### src/rtl/emp_pkg.sv
package emp_pkg;
    // register byte offsets on the avalon slave
    localparam logic [4:0] EMP_OFS_GLOBAL_CTRL = 5'h00; // mem_port_global_control
    localparam logic [4:0] EMP_OFS_DEV_CONFIG  = 5'h04; // device_config_word
    localparam logic [4:0] EMP_OFS_ACC_ADDR    = 5'h08; // byte address of next access
    localparam logic [4:0] EMP_OFS_ACC_WDATA   = 5'h0C; // write data of next access
    localparam logic [4:0] EMP_OFS_ACC_CMD     = 5'h10; // size and direction, write starts
    localparam logic [4:0] EMP_OFS_STATUS      = 5'h14; // busy, hold ack, decode error
    localparam logic [4:0] EMP_OFS_RDATA       = 5'h18; // data of last read access

    // field positions
    localparam int EMP_BIT_CLK_SRC   = 4;  // in device_config_word
    localparam int EMP_BIT_CLK_EN    = 5;  // in mem_port_global_control
    localparam int EMP_TYPE_LSB      = 8;  // two bits of memory type per space
    localparam int EMP_BIT_CMD_WRITE = 2;
    localparam int EMP_BIT_ST_BUSY   = 0;
    localparam int EMP_BIT_ST_BUS_HOLD_ACK  = 1;
    localparam int EMP_BIT_ST_ERR    = 2;
    localparam int EMP_BIT_ST_BREQ   = 3;

    // reset values: clock from internal divider, clock output running
    localparam logic [31:0] EMP_RST_GLOBAL_CTRL = 32'h0000_0020;
    localparam logic [31:0] EMP_RST_DEV_CONFIG  = 32'h0000_0000;

    // address decode: word address bits 31..28 choose the space
    localparam int         EMP_SPACE_MSB  = 31;
    localparam int         EMP_SPACE_LSB  = 28;
    localparam logic [1:0] EMP_SPACE_BASE = 2'h2; // spaces sit at 0x8..0xB
    localparam int         EMP_EA_LSB     = 2;    // lowest external address bit
    localparam int         EMP_EA_W       = 20;   // ext lines 2 up to 21
    localparam int         EMP_NUM_CE     = 4;

    typedef enum logic [1:0] {EMP_MEM_ASYNC, EMP_MEM_SDRAM, EMP_MEM_SSRAM, EMP_MEM_RSVD} emp_mem_t;
    typedef enum logic [1:0] {EMP_SZ_BYTE, EMP_SZ_HALF, EMP_SZ_WORD, EMP_SZ_RSVD} emp_size_t;

    // phase lengths of an external access, in core clocks
    localparam logic [3:0] EMP_SETUP_CYC  = 4'h1;
    localparam logic [3:0] EMP_STROBE_CYC = 4'h2;
    localparam logic [3:0] EMP_HOLD_CYC   = 4'h1;
    localparam int         EMP_CLK_DIV    = 2; // core clocks per half period of the divided clock
endpackage

### src/rtl/emp_clk_sel.sv
// memory clock output: internal divided clock or synchronised external input, gated low
module emp_clk_sel #(
    parameter int DIV = emp_pkg::EMP_CLK_DIV
) (
    input  wire logic core_clk_i,
    input  wire logic rst_i,
    input  wire logic mem_clock_in_i,       // external clock source pin
    input  wire logic mem_clock_source_sel_i,
    input  wire logic mem_clock_out_enable_i,
    output logic      mem_clock_out_o
);
    import emp_pkg::*;

    typedef struct packed {
        logic [7:0] div_cnt;   // divider count
        logic       div_clk;   // internal_divided_clock
        logic [2:0] ext_sync;  // three-stage sampler of the pin
        logic       ext_clk;   // filtered copy of the pin
        logic       clk_out;   // registered pin drive
    } emp_clk_t;

    emp_clk_t st;
    emp_clk_t next_st;

    // divider, sampler and output select
    always_comb begin
        next_st          = st;
        next_st.ext_sync = {st.ext_sync[1:0], mem_clock_in_i};
        // only a level the two later stages agree on is taken
        if (st.ext_sync[1] == st.ext_sync[2]) begin
            next_st.ext_clk = st.ext_sync[2];
        end
        if (st.div_cnt == 8'(DIV - 1)) begin
            next_st.div_cnt = 8'h00;
            next_st.div_clk = ~st.div_clk;
        end else begin
            next_st.div_cnt = st.div_cnt + 8'h01;
        end
        if (!mem_clock_out_enable_i) begin
            next_st.clk_out = 1'b0;
        end else if (mem_clock_source_sel_i) begin
            next_st.clk_out = st.ext_clk;
        end else begin
            next_st.clk_out = st.div_clk;
        end
    end

    // state register
    always_ff @(posedge core_clk_i) begin
        if (rst_i) begin
            st <= '0;
        end else begin
            st <= next_st;
        end
    end

    assign mem_clock_out_o = st.clk_out;
endmodule

### src/rtl/emp_port.sv
// Overview of operation
// - space chosen from word address bits 28-31
// - only one chip enable per access
// - byte lanes from address low bits, size
// - clock source bit 4 picks internal/external
// - clock enable bit 5 low holds clock
// - three strobes reused per memory type
// - byte lanes double as sdram data mask
// - hold request answered by hold acknowledge
// - external address lines carry bits 2-21
module emp_port (
    input  wire logic                     core_clk_i,
    input  wire logic                     rst_i,
    input  wire logic [4:0]               avs_address_i,     // byte address
    input  wire logic                     avs_read_i,
    input  wire logic                     avs_write_i,
    input  wire logic [31:0]              avs_writedata_i,
    input  wire logic [3:0]               avs_byteenable_i,
    output logic      [31:0]              avs_readdata_o,
    output logic                          avs_waitrequest_o,
    input  wire logic                     mem_clock_in_i,
    output logic                          mem_clock_out_o,
    output logic [emp_pkg::EMP_NUM_CE-1:0] chip_enable_n_o,
    output logic      [3:0]               byte_lane_select_n_o,
    output logic [emp_pkg::EMP_EA_W-1:0]  ext_word_addr_o,
    input  wire logic [31:0]              ext_data_lines_i,
    output logic      [31:0]              ext_data_lines_o,
    output logic                          ext_data_lines_oe_o,
    output logic                          rd_col_addr_strobe_n_o, // read / column / address strobe
    output logic                          oe_row_strobe_n_o,      // output enable / row strobe
    output logic                          write_strobe_n_o,
    output logic                          mem_pins_oe_o,          // port drives its control pins
    input  wire logic                     async_ready_in_i,
    input  wire logic                     hold_req_i,
    output logic                          bus_hold_ack_o,
    output logic                          bus_request_out_o
);
    import emp_pkg::*;

    typedef enum {EMP_IDLE, EMP_HELD, EMP_SETUP, EMP_STROBE, EMP_HOLD} emp_state_t;

    typedef struct packed {
        logic [31:0] gctl;     // mem_port_global_control
        logic [31:0] dcfg;     // device_config_word
        logic [31:0] acc_addr;
        logic [31:0] acc_wdata;
        logic [2:0]  acc_cmd;
        logic        pending;  // accepted command waiting for the bus
        logic        dec_err;  // last command hit no space
        logic [31:0] rdata;
        logic        ack;      // avalon answer phase
        logic [31:0] avs_rd;
        logic [2:0]  hold_s;   // hold pin sampler
        logic        hold_f;   // filtered hold
        logic [2:0]  rdy_s;    // ready pin sampler
        logic        rdy_f;
        emp_state_t  state;
        logic [3:0]  cnt;      // phase counter
        logic [3:0]  ce_n;
        logic [3:0]  be_n;
        logic [19:0] ea;
        logic        s0_n;
        logic        s1_n;
        logic        s2_n;
        logic        d_oe;
    } emp_port_t;

    emp_port_t st;
    emp_port_t next_st;

    logic       acc_req;  // bus access in this cycle
    logic       space_ok; // address falls into one of the spaces
    logic [1:0] space;    // selected space
    emp_mem_t   mtype;    // memory type of that space
    logic       is_wr;

    // merge a write under byte enables
    function automatic logic [31:0] be_merge(input logic [31:0] old, input logic [31:0] nw, input logic [3:0] be);
        logic [31:0] r;
        r = old;
        for (int i = 0; i < 4; i++) begin
            if (be[i]) begin
                r[8*i +: 8] = nw[8*i +: 8];
            end
        end
        return r;
    endfunction

    // active-low byte lanes for an address and size
    function automatic logic [3:0] lanes_n(input logic [1:0] a, input logic [1:0] sz);
        logic [3:0] on;
        case (sz)
            EMP_SZ_BYTE: on = 4'h1 << a;
            EMP_SZ_HALF: on = a[1] ? 4'hC : 4'h3;
            default:     on = 4'hF;
        endcase
        return ~on;
    endfunction

    assign acc_req  = avs_read_i | avs_write_i;
    // the four spaces sit at one fixed value of bits 31..30
    assign space_ok = (st.acc_addr[EMP_SPACE_MSB -: 2] == EMP_SPACE_BASE);
    assign space    = st.acc_addr[EMP_SPACE_LSB +: 2];
    assign mtype    = emp_mem_t'(st.gctl[EMP_TYPE_LSB + 2*space +: 2]);
    assign is_wr    = st.acc_cmd[EMP_BIT_CMD_WRITE];

    // bus slave, pin samplers and access sequencer
    always_comb begin
        next_st        = st;
        next_st.hold_s = {st.hold_s[1:0], hold_req_i};
        next_st.rdy_s  = {st.rdy_s[1:0], async_ready_in_i};
        if (st.hold_s[1] == st.hold_s[2]) begin
            next_st.hold_f = st.hold_s[2];
        end
        if (st.rdy_s[1] == st.rdy_s[2]) begin
            next_st.rdy_f = st.rdy_s[2];
        end

        // every request waits exactly one cycle, then completes
        next_st.ack = acc_req & ~st.ack;
        if (acc_req && !st.ack) begin
            if (avs_address_i == EMP_OFS_GLOBAL_CTRL) begin
                next_st.avs_rd = st.gctl;
            end else if (avs_address_i == EMP_OFS_DEV_CONFIG) begin
                next_st.avs_rd = st.dcfg;
            end else if (avs_address_i == EMP_OFS_ACC_ADDR) begin
                next_st.avs_rd = st.acc_addr;
            end else if (avs_address_i == EMP_OFS_ACC_WDATA) begin
                next_st.avs_rd = st.acc_wdata;
            end else if (avs_address_i == EMP_OFS_ACC_CMD) begin
                next_st.avs_rd = {29'h0000_0000, st.acc_cmd};
            end else if (avs_address_i == EMP_OFS_STATUS) begin
                next_st.avs_rd = {28'h000_0000, bus_request_out_o, st.dec_err,
                                  bus_hold_ack_o, (st.pending | (st.state != EMP_IDLE && st.state != EMP_HELD))};
            end else if (avs_address_i == EMP_OFS_RDATA) begin
                next_st.avs_rd = st.rdata;
            end else begin
                next_st.avs_rd = 32'h0000_0000; // unmapped reads zero
            end
        end
        // writes take effect at the completing edge
        if (avs_write_i && st.ack) begin
            if (avs_address_i == EMP_OFS_GLOBAL_CTRL) begin
                next_st.gctl = be_merge(st.gctl, avs_writedata_i, avs_byteenable_i);
            end else if (avs_address_i == EMP_OFS_DEV_CONFIG) begin
                next_st.dcfg = be_merge(st.dcfg, avs_writedata_i, avs_byteenable_i);
            end else if (avs_address_i == EMP_OFS_ACC_ADDR) begin
                next_st.acc_addr = be_merge(st.acc_addr, avs_writedata_i, avs_byteenable_i);
            end else if (avs_address_i == EMP_OFS_ACC_WDATA) begin
                next_st.acc_wdata = be_merge(st.acc_wdata, avs_writedata_i, avs_byteenable_i);
            end else if (avs_address_i == EMP_OFS_ACC_CMD && avs_byteenable_i[0]) begin
                // a command while one is in flight is dropped: no queue
                if (!st.pending && (st.state == EMP_IDLE || st.state == EMP_HELD)) begin
                    next_st.acc_cmd = avs_writedata_i[2:0];
                    next_st.pending = space_ok;
                    next_st.dec_err = ~space_ok;
                end
            end
        end

        case (st.state)
            EMP_IDLE: begin
                if (st.hold_f) begin
                    next_st.state = EMP_HELD;
                end else if (st.pending) begin
                    next_st.pending = 1'b0;
                    next_st.state   = EMP_SETUP;
                    next_st.cnt     = EMP_SETUP_CYC - 4'h1;
                    next_st.ce_n    = ~(4'h1 << space);
                    next_st.be_n    = lanes_n(st.acc_addr[1:0], st.acc_cmd[1:0]);
                    next_st.ea      = st.acc_addr[EMP_EA_LSB +: EMP_EA_W];
                    next_st.d_oe    = is_wr;
                    next_st.s1_n    = ~((mtype == EMP_MEM_SDRAM) | ((mtype == EMP_MEM_ASYNC) & ~is_wr));
                    next_st.s0_n    = ~(mtype == EMP_MEM_SSRAM);
                    next_st.s2_n    = ~((mtype == EMP_MEM_SSRAM) & is_wr);
                end
            end
            EMP_HELD: begin
                if (!st.hold_f) begin
                    next_st.state = EMP_IDLE;
                end
            end
            EMP_SETUP: begin
                if (st.cnt == 4'h0) begin
                    next_st.state = EMP_STROBE;
                    next_st.cnt   = EMP_STROBE_CYC - 4'h1;
                    next_st.s0_n  = ~((mtype == EMP_MEM_SDRAM) | ((mtype == EMP_MEM_ASYNC) & ~is_wr));
                    next_st.s1_n  = ~(((mtype == EMP_MEM_ASYNC) | (mtype == EMP_MEM_SSRAM)) & ~is_wr);
                    next_st.s2_n  = ~(((mtype == EMP_MEM_ASYNC) | (mtype == EMP_MEM_SDRAM)) & is_wr);
                end else begin
                    next_st.cnt = st.cnt - 4'h1;
                end
            end
            EMP_STROBE: begin
                // async memory may stretch the strobe with its ready pin
                if (st.cnt != 4'h0) begin
                    next_st.cnt = st.cnt - 4'h1;
                end else if (mtype != EMP_MEM_ASYNC || st.rdy_f) begin
                    next_st.state = EMP_HOLD;
                    next_st.cnt   = EMP_HOLD_CYC - 4'h1;
                    next_st.s0_n  = 1'b1;
                    next_st.s1_n  = 1'b1;
                    next_st.s2_n  = 1'b1;
                    if (!is_wr) begin
                        next_st.rdata = ext_data_lines_i;
                    end
                end
            end
            default: begin // EMP_HOLD
                if (st.cnt == 4'h0) begin
                    next_st.state = EMP_IDLE;
                    next_st.ce_n  = 4'hF;
                    next_st.be_n  = 4'hF;
                    next_st.d_oe  = 1'b0;
                end else begin
                    next_st.cnt = st.cnt - 4'h1;
                end
            end
        endcase
    end

    // state register
    always_ff @(posedge core_clk_i) begin
        if (rst_i) begin
            st       <= '0;
            st.gctl  <= EMP_RST_GLOBAL_CTRL;
            st.dcfg  <= EMP_RST_DEV_CONFIG;
            st.state <= EMP_IDLE;
            st.ce_n  <= 4'hF;
            st.be_n  <= 4'hF;
            st.s0_n  <= 1'b1;
            st.s1_n  <= 1'b1;
            st.s2_n  <= 1'b1;
        end else begin
            st <= next_st;
        end
    end

    emp_clk_sel u_clk_sel (
        .core_clk_i             (core_clk_i),
        .rst_i                  (rst_i),
        .mem_clock_in_i         (mem_clock_in_i),
        .mem_clock_source_sel_i (st.dcfg[EMP_BIT_CLK_SRC]),
        .mem_clock_out_enable_i (st.gctl[EMP_BIT_CLK_EN]),
        .mem_clock_out_o        (mem_clock_out_o)
    );

    assign avs_waitrequest_o      = acc_req & ~st.ack;
    assign avs_readdata_o         = st.avs_rd;
    assign chip_enable_n_o        = st.ce_n;
    assign byte_lane_select_n_o   = st.be_n;
    assign ext_word_addr_o        = st.ea;
    assign ext_data_lines_o       = st.acc_wdata;
    assign ext_data_lines_oe_o    = st.d_oe;
    assign rd_col_addr_strobe_n_o = st.s0_n;
    assign oe_row_strobe_n_o      = st.s1_n;
    assign write_strobe_n_o       = st.s2_n;
    assign bus_hold_ack_o         = (st.state == EMP_HELD);
    assign mem_pins_oe_o          = (st.state != EMP_HELD);
    assign bus_request_out_o      = (st.state == EMP_HELD) & st.pending;
endmodule

### config.mk
export PLATFORM = sky130hd
export DESIGN_NAME = emp_port
export DESIGN_NICKNAME = d
export VERILOG_FILES = /design/src/rtl/emp_pkg.sv /design/src/rtl/emp_clk_sel.sv /design/src/rtl/emp_port.sv
export SDC_FILE = /design/constraint.sdc
export NUM_CORES = 1
export LEC_CHECK = 0
export BUFFER_PORTS_ARGS = -buffer_cell sky130_fd_sc_hd__buf_2
export CORE_UTILIZATION = 45
export DETAILED_ROUTE_END_ITERATION = 12
export GPL_TIMING_DRIVEN = 0
export HOLD_SLACK_MARGIN = 0.06
export PLACE_DENSITY = 0.69
export SLEW_MARGIN = 0
export SYNTH_ARGS = -nofsm -noshare
export SYNTH_HDL_FRONTEND = slang
export SYNTH_HIERARCHICAL = 1
export SYNTH_SLANG_ARGS = --single-unit
export TNS_END_PERCENT = 30
### constraint.sdc
create_clock -name core_clk_i -period 3.25 [get_ports core_clk_i]
set_input_delay 0.65 -clock core_clk_i [delete_from_list [all_inputs] [get_ports core_clk_i]]
set_output_delay 0.65 -clock core_clk_i [all_outputs]
set_load 0.05 [all_outputs]
Yosys cells after proc, flatten, opt, wreduce, memory -nomap -nowiden. Index checks and enable logic that the tools add are counted.

$add $sub $neg: 3. Equal/unequal tests: 28. Shift operators: 3. Muxes and demuxes: 44. Bitwise logic cells: 31. Reductions and logical operators: 47.

Operators with widths (count): 2-to-1 mux 32 bit (12); one-hot mux 32 bit (4 select lines) (1); equality test 32 x 2 -> 1 bit, second input constant (3); 2-to-1 mux 36 bit (2); 2-to-1 mux 68 bit (1); logical NOT 32 bit (2); AND reduction 6 bit (6); equality test 32 x 1 -> 1 bit, second input constant (1); != test 32 x 2 -> 1 bit, second input constant (1); nonzero test 32 bit (1); indexed part select 32 x 6 -> 2 bit (1); 2-to-1 mux 4 bit (7); AND reduction 5 bit (5); AND reduction 4 bit (6); inverter 1 bit (18); one-hot mux 4 bit (4 select lines) (1); one-hot mux 8 bit (2 select lines) (1); equality test 5 bit, second input constant (3); AND reduction 3 bit (5); 2-to-1 mux 2 bit (7); != test 2 bit, second input constant (6); equality test 5 x 4 -> 1 bit, second input constant (2); 2-to-1 mux 3 bit (3); one-hot mux 3 bit (3 select lines) (1); other kinds (30) (60).

Register bits: 288. Input bits: 80. Output and inout port bits: 101. Logic and storage cells: 196.

Longest topological paths before layout. Gate-level depths: netlist of the first run.

Depth in word-level cells: 13. Depth in mapped cells: 9. Depth with buffers taken out: 7.

Modules after synthesis. Netlist of the first run, hierarchy kept.

By module, submodules not included: emp_port (times used 1, cells an instance 1231, area each 11105.7 sq um, sequential area each 4904.7 sq um); emp_clk_sel (times used 1, cells an instance 55, area each 529.3 sq um, sequential area each 280.3 sq um).

Least setup slack after synthesis of the first run. Ideal clock, no wire load.

Path type: input to output. From: in avs_write_i. To: out avs_waitrequest_o. Arrival time: 1.979 ns. Data required time: 2.600 ns. Slack: 0.621 ns. Stages on the path: 6. Buffers on the path: 3. Cell sequence: buf_4 > nor2_1 > or2_2 > clkbuf_1 > clkinv_1 > clkbuf_1.

Word-level cells in the longest chain between the ends: 2.

RTL lines: start: declaration (line emp_port.sv:16) `input wire logic avs_write_i,`; bitwise OR 1 bit (line emp_port.sv:100) `assign acc_req = avs_read_i | avs_write_i;`; AND 1 bit (line emp_port.sv:248) `assign avs_waitrequest_o = acc_req & ~st.ack;`; end: declaration (line emp_port.sv:20) `output logic avs_waitrequest_o,`.

Every way passes these cells.

Final worst setup path of the first run.
From: reg st[108] (netlist name). To: out avs_waitrequest_o.

Word-level cells in the longest chain between the ends: 2.

RTL lines: start: declaration (line emp_port.sv:68) `emp_port_t st;`; start signal: assignment (line emp_port.sv:235) `st <= next_st;`; inverter 1 bit (line emp_port.sv:248); AND 1 bit (line emp_port.sv:248).

Every way passes these cells.

==> results by group, run 1 <==
Outcome
  • Run status: completed

CTS
  • Post-CTS Setup Inserts: 0
  • H-tree depth: 1
  • Worst-path clk slew: 0.06 ns
  • CTS tree: built
  • Clk_lat worst skew: 0.54 ns
  • # resized after CTS: 0
  • Hold buffer count at cts: 0
  • Total CTS buffers: 27
  • Clk buf depth: 3
  • Root buffer cell: clkbuf_16
  • Clock sink count: 259

Floorplan
  • Ports: 181
  • Die area: 26,500 um^2
  • Initial Util: 46.1%
  • Die W: 163 um
  • Rows: 58
  • Die height: 163 um
  • Core area: 25,300 um^2

Cells and area
  • Core Util, Final: 55.2%
  • NumNets Final: 1,575
  • Fin cells: 1,845
  • Fillers: 2,345
  • Layout overhead on the synthesized area: 19.8%
  • Layout cells sized above 1: 24.5%

STA
  • Max Fclk: 326 MHz
  • Worst slew pin tran: 0.815 ns
  • Setup Viol. Count Final: 0
  • Worst hold slack: 0.332 ns
  • Setup WS post-layout: 0.178 ns
  • Tmin final: 3.07 ns
  • RSZ-0062 raised after global routing: no
  • Rel. slew slack: 45.6%
  • Final cycle utilization of the critical path: 94.5%
  • Worst Skew: 0.0114 ns
  • Total negative slack: 0 ns
  • Final Hold Vio Count: 0
  • Max-slew violations: 0

Worst setup path
  • Slowest cell on the critical path: clkinvlp_4
  • Crit-path max cell delay: 0.52 ns
  • CP max FO: 15
  • Critical path class: reg2out
  • Crit path capture type: output port
  • Worst path top cell family by delay: buffers and inverters
  • CP Buf/Inv Count: 4
  • Startpoint types: flop
  • Worst EP arrival: 2.42 ns
  • CP required: 2.60 ns
  • CP Cell Sequence: buf_4 > or2_2 > clkbuf_1 > clkinvlp_4 > buf_2

Routing
  • DRC: 0
  • Post-route ant nets: 0
  • Iteration-0 DRC Markers: 789
  • Total wire length: 35.4 mm
  • WL per Instance: 19.2 um
  • Pre-antenna DRT Iters: 5
  • Vias after detailed routing: 10,111
  • Routed vias/inst: 5.48

Global routing
  • Grt ovf: 0
  • Pin count of the biggest net entering global routing: 15
  • Initial antenna violation count: 3
  • Total track usage: 26.6%
  • Vias in the first global route: 9,566
  • First-pass GRT wire length: 54.1 mm

Logic synthesis
  • Async SR Flop Fraction: 0%
  • Syn nets: 1,369
  • Register area share after synthesis: 44.6%
  • Register bit total from synthesis: 259
  • Post-synth EDFFs: 0
  • Ys flop type: dfxtp_1
  • Mapped Avg Cell Area: 9.05 um^2
  • Cell Area, Synth: 11,600 um^2
  • Cells after Synth: 1,286
  • Ys Warns: 6
  • Distinct cells, synth: 72

Placement
  • DPL Wire Length: 25.8 mm
  • Buffers added on ports: 178
  • Total placed cells including tap cells: 1,794
  • DP Worst Slack: 0.202 ns
  • GPL Wtd Cong: 0.903

Power
  • Net Switching: 0.00212 W
  • Cell Int Power: 0.00576 W
  • Clk pwr share: 43.9%
  • Worst vdd ir: 0.336 mV
  • Comb pwr share: 14.1%
  • Sw Share: 26.9%
  • Sequential share of power: 42.0%
  • PwrDens: 565 nW/um^2
  • Pleak: 6.28 nW

Run
  • Max-capacitance violation count: 0

Worst hold path
  • Hold Path Class: in2reg
[registers in the layout, indices dropped and copies added (netlist names)]
name / flops
ext_data_lines_o: 32
oe_row_strobe_n_o: 1
chip_enable_n_o: 4
u_clk_sel/mem_clock_out_o: 1
st: 142
space: 2
ext_word_addr_o: 20
is_wr: 1
u_clk_sel/st: 11
ext_data_lines_oe_o: 1
next_st: 4
byte_lane_select_n_o: 4
avs_readdata_o: 32
u_clk_sel/next_st: 2
rd_col_addr_strobe_n_o: 1
write_strobe_n_o: 1
[layer usage]
layer | vias to the layer above | GRT usage, % | share of wire [%] | routed length [um]
li1 | 4840 | - | - | -
met5 | - | 0 | 0.037 | 13
met2 | 394 | 41.8 | 44 | 15700
met4 | 2 | 10.4 | 3.8 | 1340
met1 | 4800 | 36.0 | 45 | 15800
met3 | 75 | 4.86 | 7.4 | 2610
[logic make-up (layout without fill, tap and decap cells)]
kind of cell	count (synthesis)	after routing	synth area share [%]
adder cells (fa/ha/maj)	3	3	0.323
XOR/XNOR	3	3	0.226
AO/OA/AOI/OAI	241	241	14.0
multiplexers	157	157	13.8
buffers and inverters	192	418	9.85
flip-flops	259	259	44.6
other	0	3	0
AND/OR/NAND/NOR	431	431	17.2
[worst reg2reg max path, cell delays in order, from the launching register on]
cell and delay [ns]:
dfxtp_1 0.30, buf_4 0.16, or2_2 0.29, clkbuf_1 0.26, clkinvlp_4 0.37, clkbuf_1 0.57
nor2_1 0.09, a311oi_1 0.29
[placed cells by master, fill, tap and decap left out, types with 4 or more instances in the layout]
master,count
dfxtp_1,259
a31oi_1,4
clkinv_2,5
clkbuf_1,58
buf_2,196
nand3_1,49
o21ai_0,59
nand2_1,89
clkbuf_8,4
or3_1,7
a211oi_1,33
buf_4,96
nor3_1,10
a2bb2oi_1,28
nor2_1,211
nor2b_1,17
bufinv_16,7
nor2_2,6
a221oi_1,30
a21oi_1,57
nor3b_1,5
clkbuf_16,27
mux2i_1,152
inv_1,14
[synthesized netlist by cell type, drive strengths merged (4+ instances only)]
| cell | number | area share (%) |
|---|---|---|
| or3b | 4 | 0.30 |
| nor3b | 5 | 0.32 |
| a21oi | 57 | 2.5 |
| nand4 | 6 | 0.48 |
| dfxtp | 259 | 45 |
| nand3 | 50 | 2.2 |
| nand2 | 89 | 2.9 |
| a31oi | 4 | 0.22 |
| or3 | 7 | 0.38 |
| a221oi | 30 | 2.3 |
| inv | 14 | 0.45 |
| o21ai | 60 | 2.6 |
| nor3 | 11 | 0.57 |
| nor2 | 219 | 7.5 |
| nor2b | 17 | 0.91 |
| clkbuf | 56 | 1.8 |
| a2bb2oi | 28 | 2.1 |
| a211oi | 33 | 2.1 |
| mux2i | 152 | 13 |
| buf | 121 | 7.5 |
[power groups by stage]
stage | clock network [W] | logic [W] | registers, W
after global routing | 0.00361 | 0.00120 | 0.00332
after CTS | 0.00350 | 0.00110 | 0.00331
after floorplan | 0 | 0.000727 | 0.00341
final | 0.00346 | 0.00112 | 0.00331
after detailed placement | 0 | 0.00110 | 0.00338
after global placement | 0 | 0.00109 | 0.00338
[worst paths after layout]
check	slack [ns]	startpoint	to	cells past startpoint
min reg2reg	0.43	u_clk_sel/next_st[3]$_SDFF_PP0_	u_clk_sel/next_st[4]$_SDFF_PP0_	1
max reg2reg	0.81	st[108]$_SDFF_PP0_	avs_readdata_o[0]$_SDFFE_PP0P_	7
min	0.33	hold_req_i	next_st[74]$_SDFF_PP0_	2
max	0.18	st[108]$_SDFF_PP0_	avs_waitrequest_o	5
[per-stage QoR]
stage / area, um^2 / power, W
after floorplan: 11600 / 0.00413
after global placement: 12900 / 0.00446
after detailed placement: 12900 / 0.00447
after CTS: 13900 / 0.00791
after global routing: 13900 / 0.00813
final: 13900 / 0.00788
[final cells by class]
class,count,area [um^2],area share (%)
Multi-Input combinational cell,835,5300,38.0
Sequential cell,259,5180,37.2
Buffer,176,1090,7.79
Timing Repair Buffer,178,891,6.39
Clock buffer,35,746,5.35
Tap cell,330,413,2.96
Clock inverter,14,250,1.79
Inverter,15,60.1,0.431
Antenna cell,3,7.51,0.0538
Note: power is estimated with default switching activity, not from simulation.
==> run 2: changes to the inputs <==
- CORE_UTILIZATION: 45 -> 50
- PLACE_DENSITY: 0.69 -> 0.75
==> results by group, run 2 (synthesized netlist as in run 1, its figures left out) <==
STA
  • Worst Skew: 0.00967 ns
  • Worst slew pin tran: 0.878 ns
  • Max-slew violations: 0
  • Rel. slew slack: 41.5%
  • Tmin final: 3.16 ns
  • Final Hold Vio Count: 0
  • Max Fclk: 316 MHz
  • Final cycle utilization of the critical path: 97.3%
  • Setup Viol. Count Final: 0
  • RSZ-0062 raised after global routing: no
  • Total negative slack: 0 ns

Worst setup path
  • Worst reg2reg endpoint: avs_readdata_o[6]$_SDFFE_PP0P_
  • CP Cell Sequence: buf_4 > or2_2 > clkbuf_1 > clkinv_1 > buf_2
  • R2R setup slack: 0.78 ns
  • Slowest cell on the critical path: clkinv_1
  • CP max FO: 15
  • Worst path top cell family by delay: buffers and inverters
  • Critical path class: reg2out
  • CP required: 2.60 ns
  • Startpoint types: flop
  • Worst EP arrival: 2.51 ns
  • Worst flop-to-flop path startpoint: st[108]$_SDFF_PP0_
  • Crit path capture type: output port
  • Crit-path max cell delay: 0.59 ns
  • CP Buf/Inv Count: 4
  • Crit path from: st[108]$_SDFF_PP0_
  • Reg2reg path depth: 7

CTS
  • Post-CTS Setup Inserts: 0
  • Clk_lat worst skew: 0.54 ns
  • Clk buf depth: 3
  • Clock sink count: 259
  • H-tree depth: 1
  • CTS tree: built
  • # resized after CTS: 0
  • Worst-path clk slew: 0.06 ns
  • Total CTS buffers: 27
  • Root buffer cell: clkbuf_16
  • Hold buffer count at cts: 0

Routing
  • DRC: 0
  • WL per Instance: 19.4 um
  • Iteration-0 DRC Markers: 881
  • Routed vias/inst: 5.70
  • Pre-antenna DRT Iters: 5
  • Vias after detailed routing: 10,257
  • Post-route ant nets: 0
  • Total wire length: 34.9 mm

Power
  • PwrDens: 539 nW/um^2
  • Pwr Total: 0.00740 W
  • Pleak: 6.20 nW
  • Worst vdd ir: 0.341 mV

Worst hold path
  • Hold Path Class: in2reg
  • Hold_sp: mem_clock_in_i
  • Hold Path End: u_clk_sel/next_st[3]$_SDFF_PP0_
  • Hold Crit Depth: 2

Cells and area
  • Most common cell after layout, fill and taps aside: dfxtp_1
  • Max FFs per register: 142
  • Fin cells: 1,799
  • Biggest register: st
  • Fillers: 1,999
  • Layout cells sized above 1: 23.9%
  • Most frequent cells in the layout: dfxtp_1 (259), nor2_1 (211), buf_2 (196)
  • NumNets Final: 1,575
  • Layout overhead on the synthesized area: 18.0%

Global routing
  • First-pass GRT wire length: 53.3 mm
  • Initial antenna violation count: 5
  • Pin count of the biggest net entering global routing: 14
  • Vias in the first global route: 9,750
  • Grt ovf: 0
  • Total track usage: 28.8%

Placement
  • GPL Wtd Cong: 0.967
  • Buffers added on ports: 178
  • Total placed cells including tap cells: 1,749
  • DPL Wire Length: 25.4 mm

Floorplan
  • Ports: 181
  • Rows: 55
  • Die W: 155 um
  • Core area: 22,700 um^2
  • Die area: 23,900 um^2
  • Die height: 155 um
  • Initial Util: 51.2%

Outcome
  • Run status: completed

Run
  • Max-capacitance violation count: 0
==> run 2: cell types whose count changed in the layout (fill, tap and decap cells not counted) <==
cell and change:
bufinv_16 -6, clkinv_2 -4, clkbuf_1 +6, clkinvlp_4 -3
clkinv_1 +1, inv_6 +1, diode_2 +2, clkbuf_8 +2
==> run 2: power breakdown <==
group / total [W] / internal [W] / leakage, nW / switching [W]
clock: 0.00298 / 0.00174 / 0.410 / 0.00124
combinational: 0.00111 / 0.000341 / 3.70 / 0.000766
sequential: 0.00331 / 0.00325 / 2.09 / 0.0000615
==> run 2: worst max-delay path by stage <==
stage / end / slack (ns) / cells past startpoint
floorplan: avs_waitrequest_o / 0.62 / 6
global placement: avs_waitrequest_o / 0.26 / 7
detailed placement: avs_waitrequest_o / 0.25 / 7
CTS: avs_waitrequest_o / 0.06 / 6
global route: avs_waitrequest_o / 0.07 / 5
finish: avs_waitrequest_o / 0.09 / 5
==> run 2: stage by stage <==
stage	utilization (%)	worst slack, ns	hold WS, ns	area (um^2)
after floorplan	-	0.621	0.414	11600
final	60.5	0.0873	0.330	13700
after global routing	60.4	0.0660	0.339	13700
after CTS	60.4	0.0563	0.319	13700
after detailed placement	56.7	0.254	0.425	12900
after global placement	56.7	0.258	0.423	12900
==> run 2: layer usage <==
| layer | wire [um] | GRT usage, % | vias up |
|---|---|---|---|
| met1 | 14600 | 38.0 | 4822 |
| met5 | 0 | 0 | - |
| met3 | 3480 | 6.33 | 82 |
| met4 | 1300 | 12.4 | 0 |
| met2 | 15500 | 45.4 | 504 |
| li1 | - | - | 4849 |
==> run 2: layout make-up <==
class                   instances  area [um^2]  area share, %
diodes                          5         12.5         0.0911
plain buffers                 176         1090           7.91
clock buffers                  43          796           5.80
clock inverters                 3         43.8          0.319
inverters                      15         56.3          0.410
multi-input cells             835         5300           38.6
flip-flops and latches        259         5180           37.8
well taps                     285          357           2.60
repair buffers                178          891           6.49
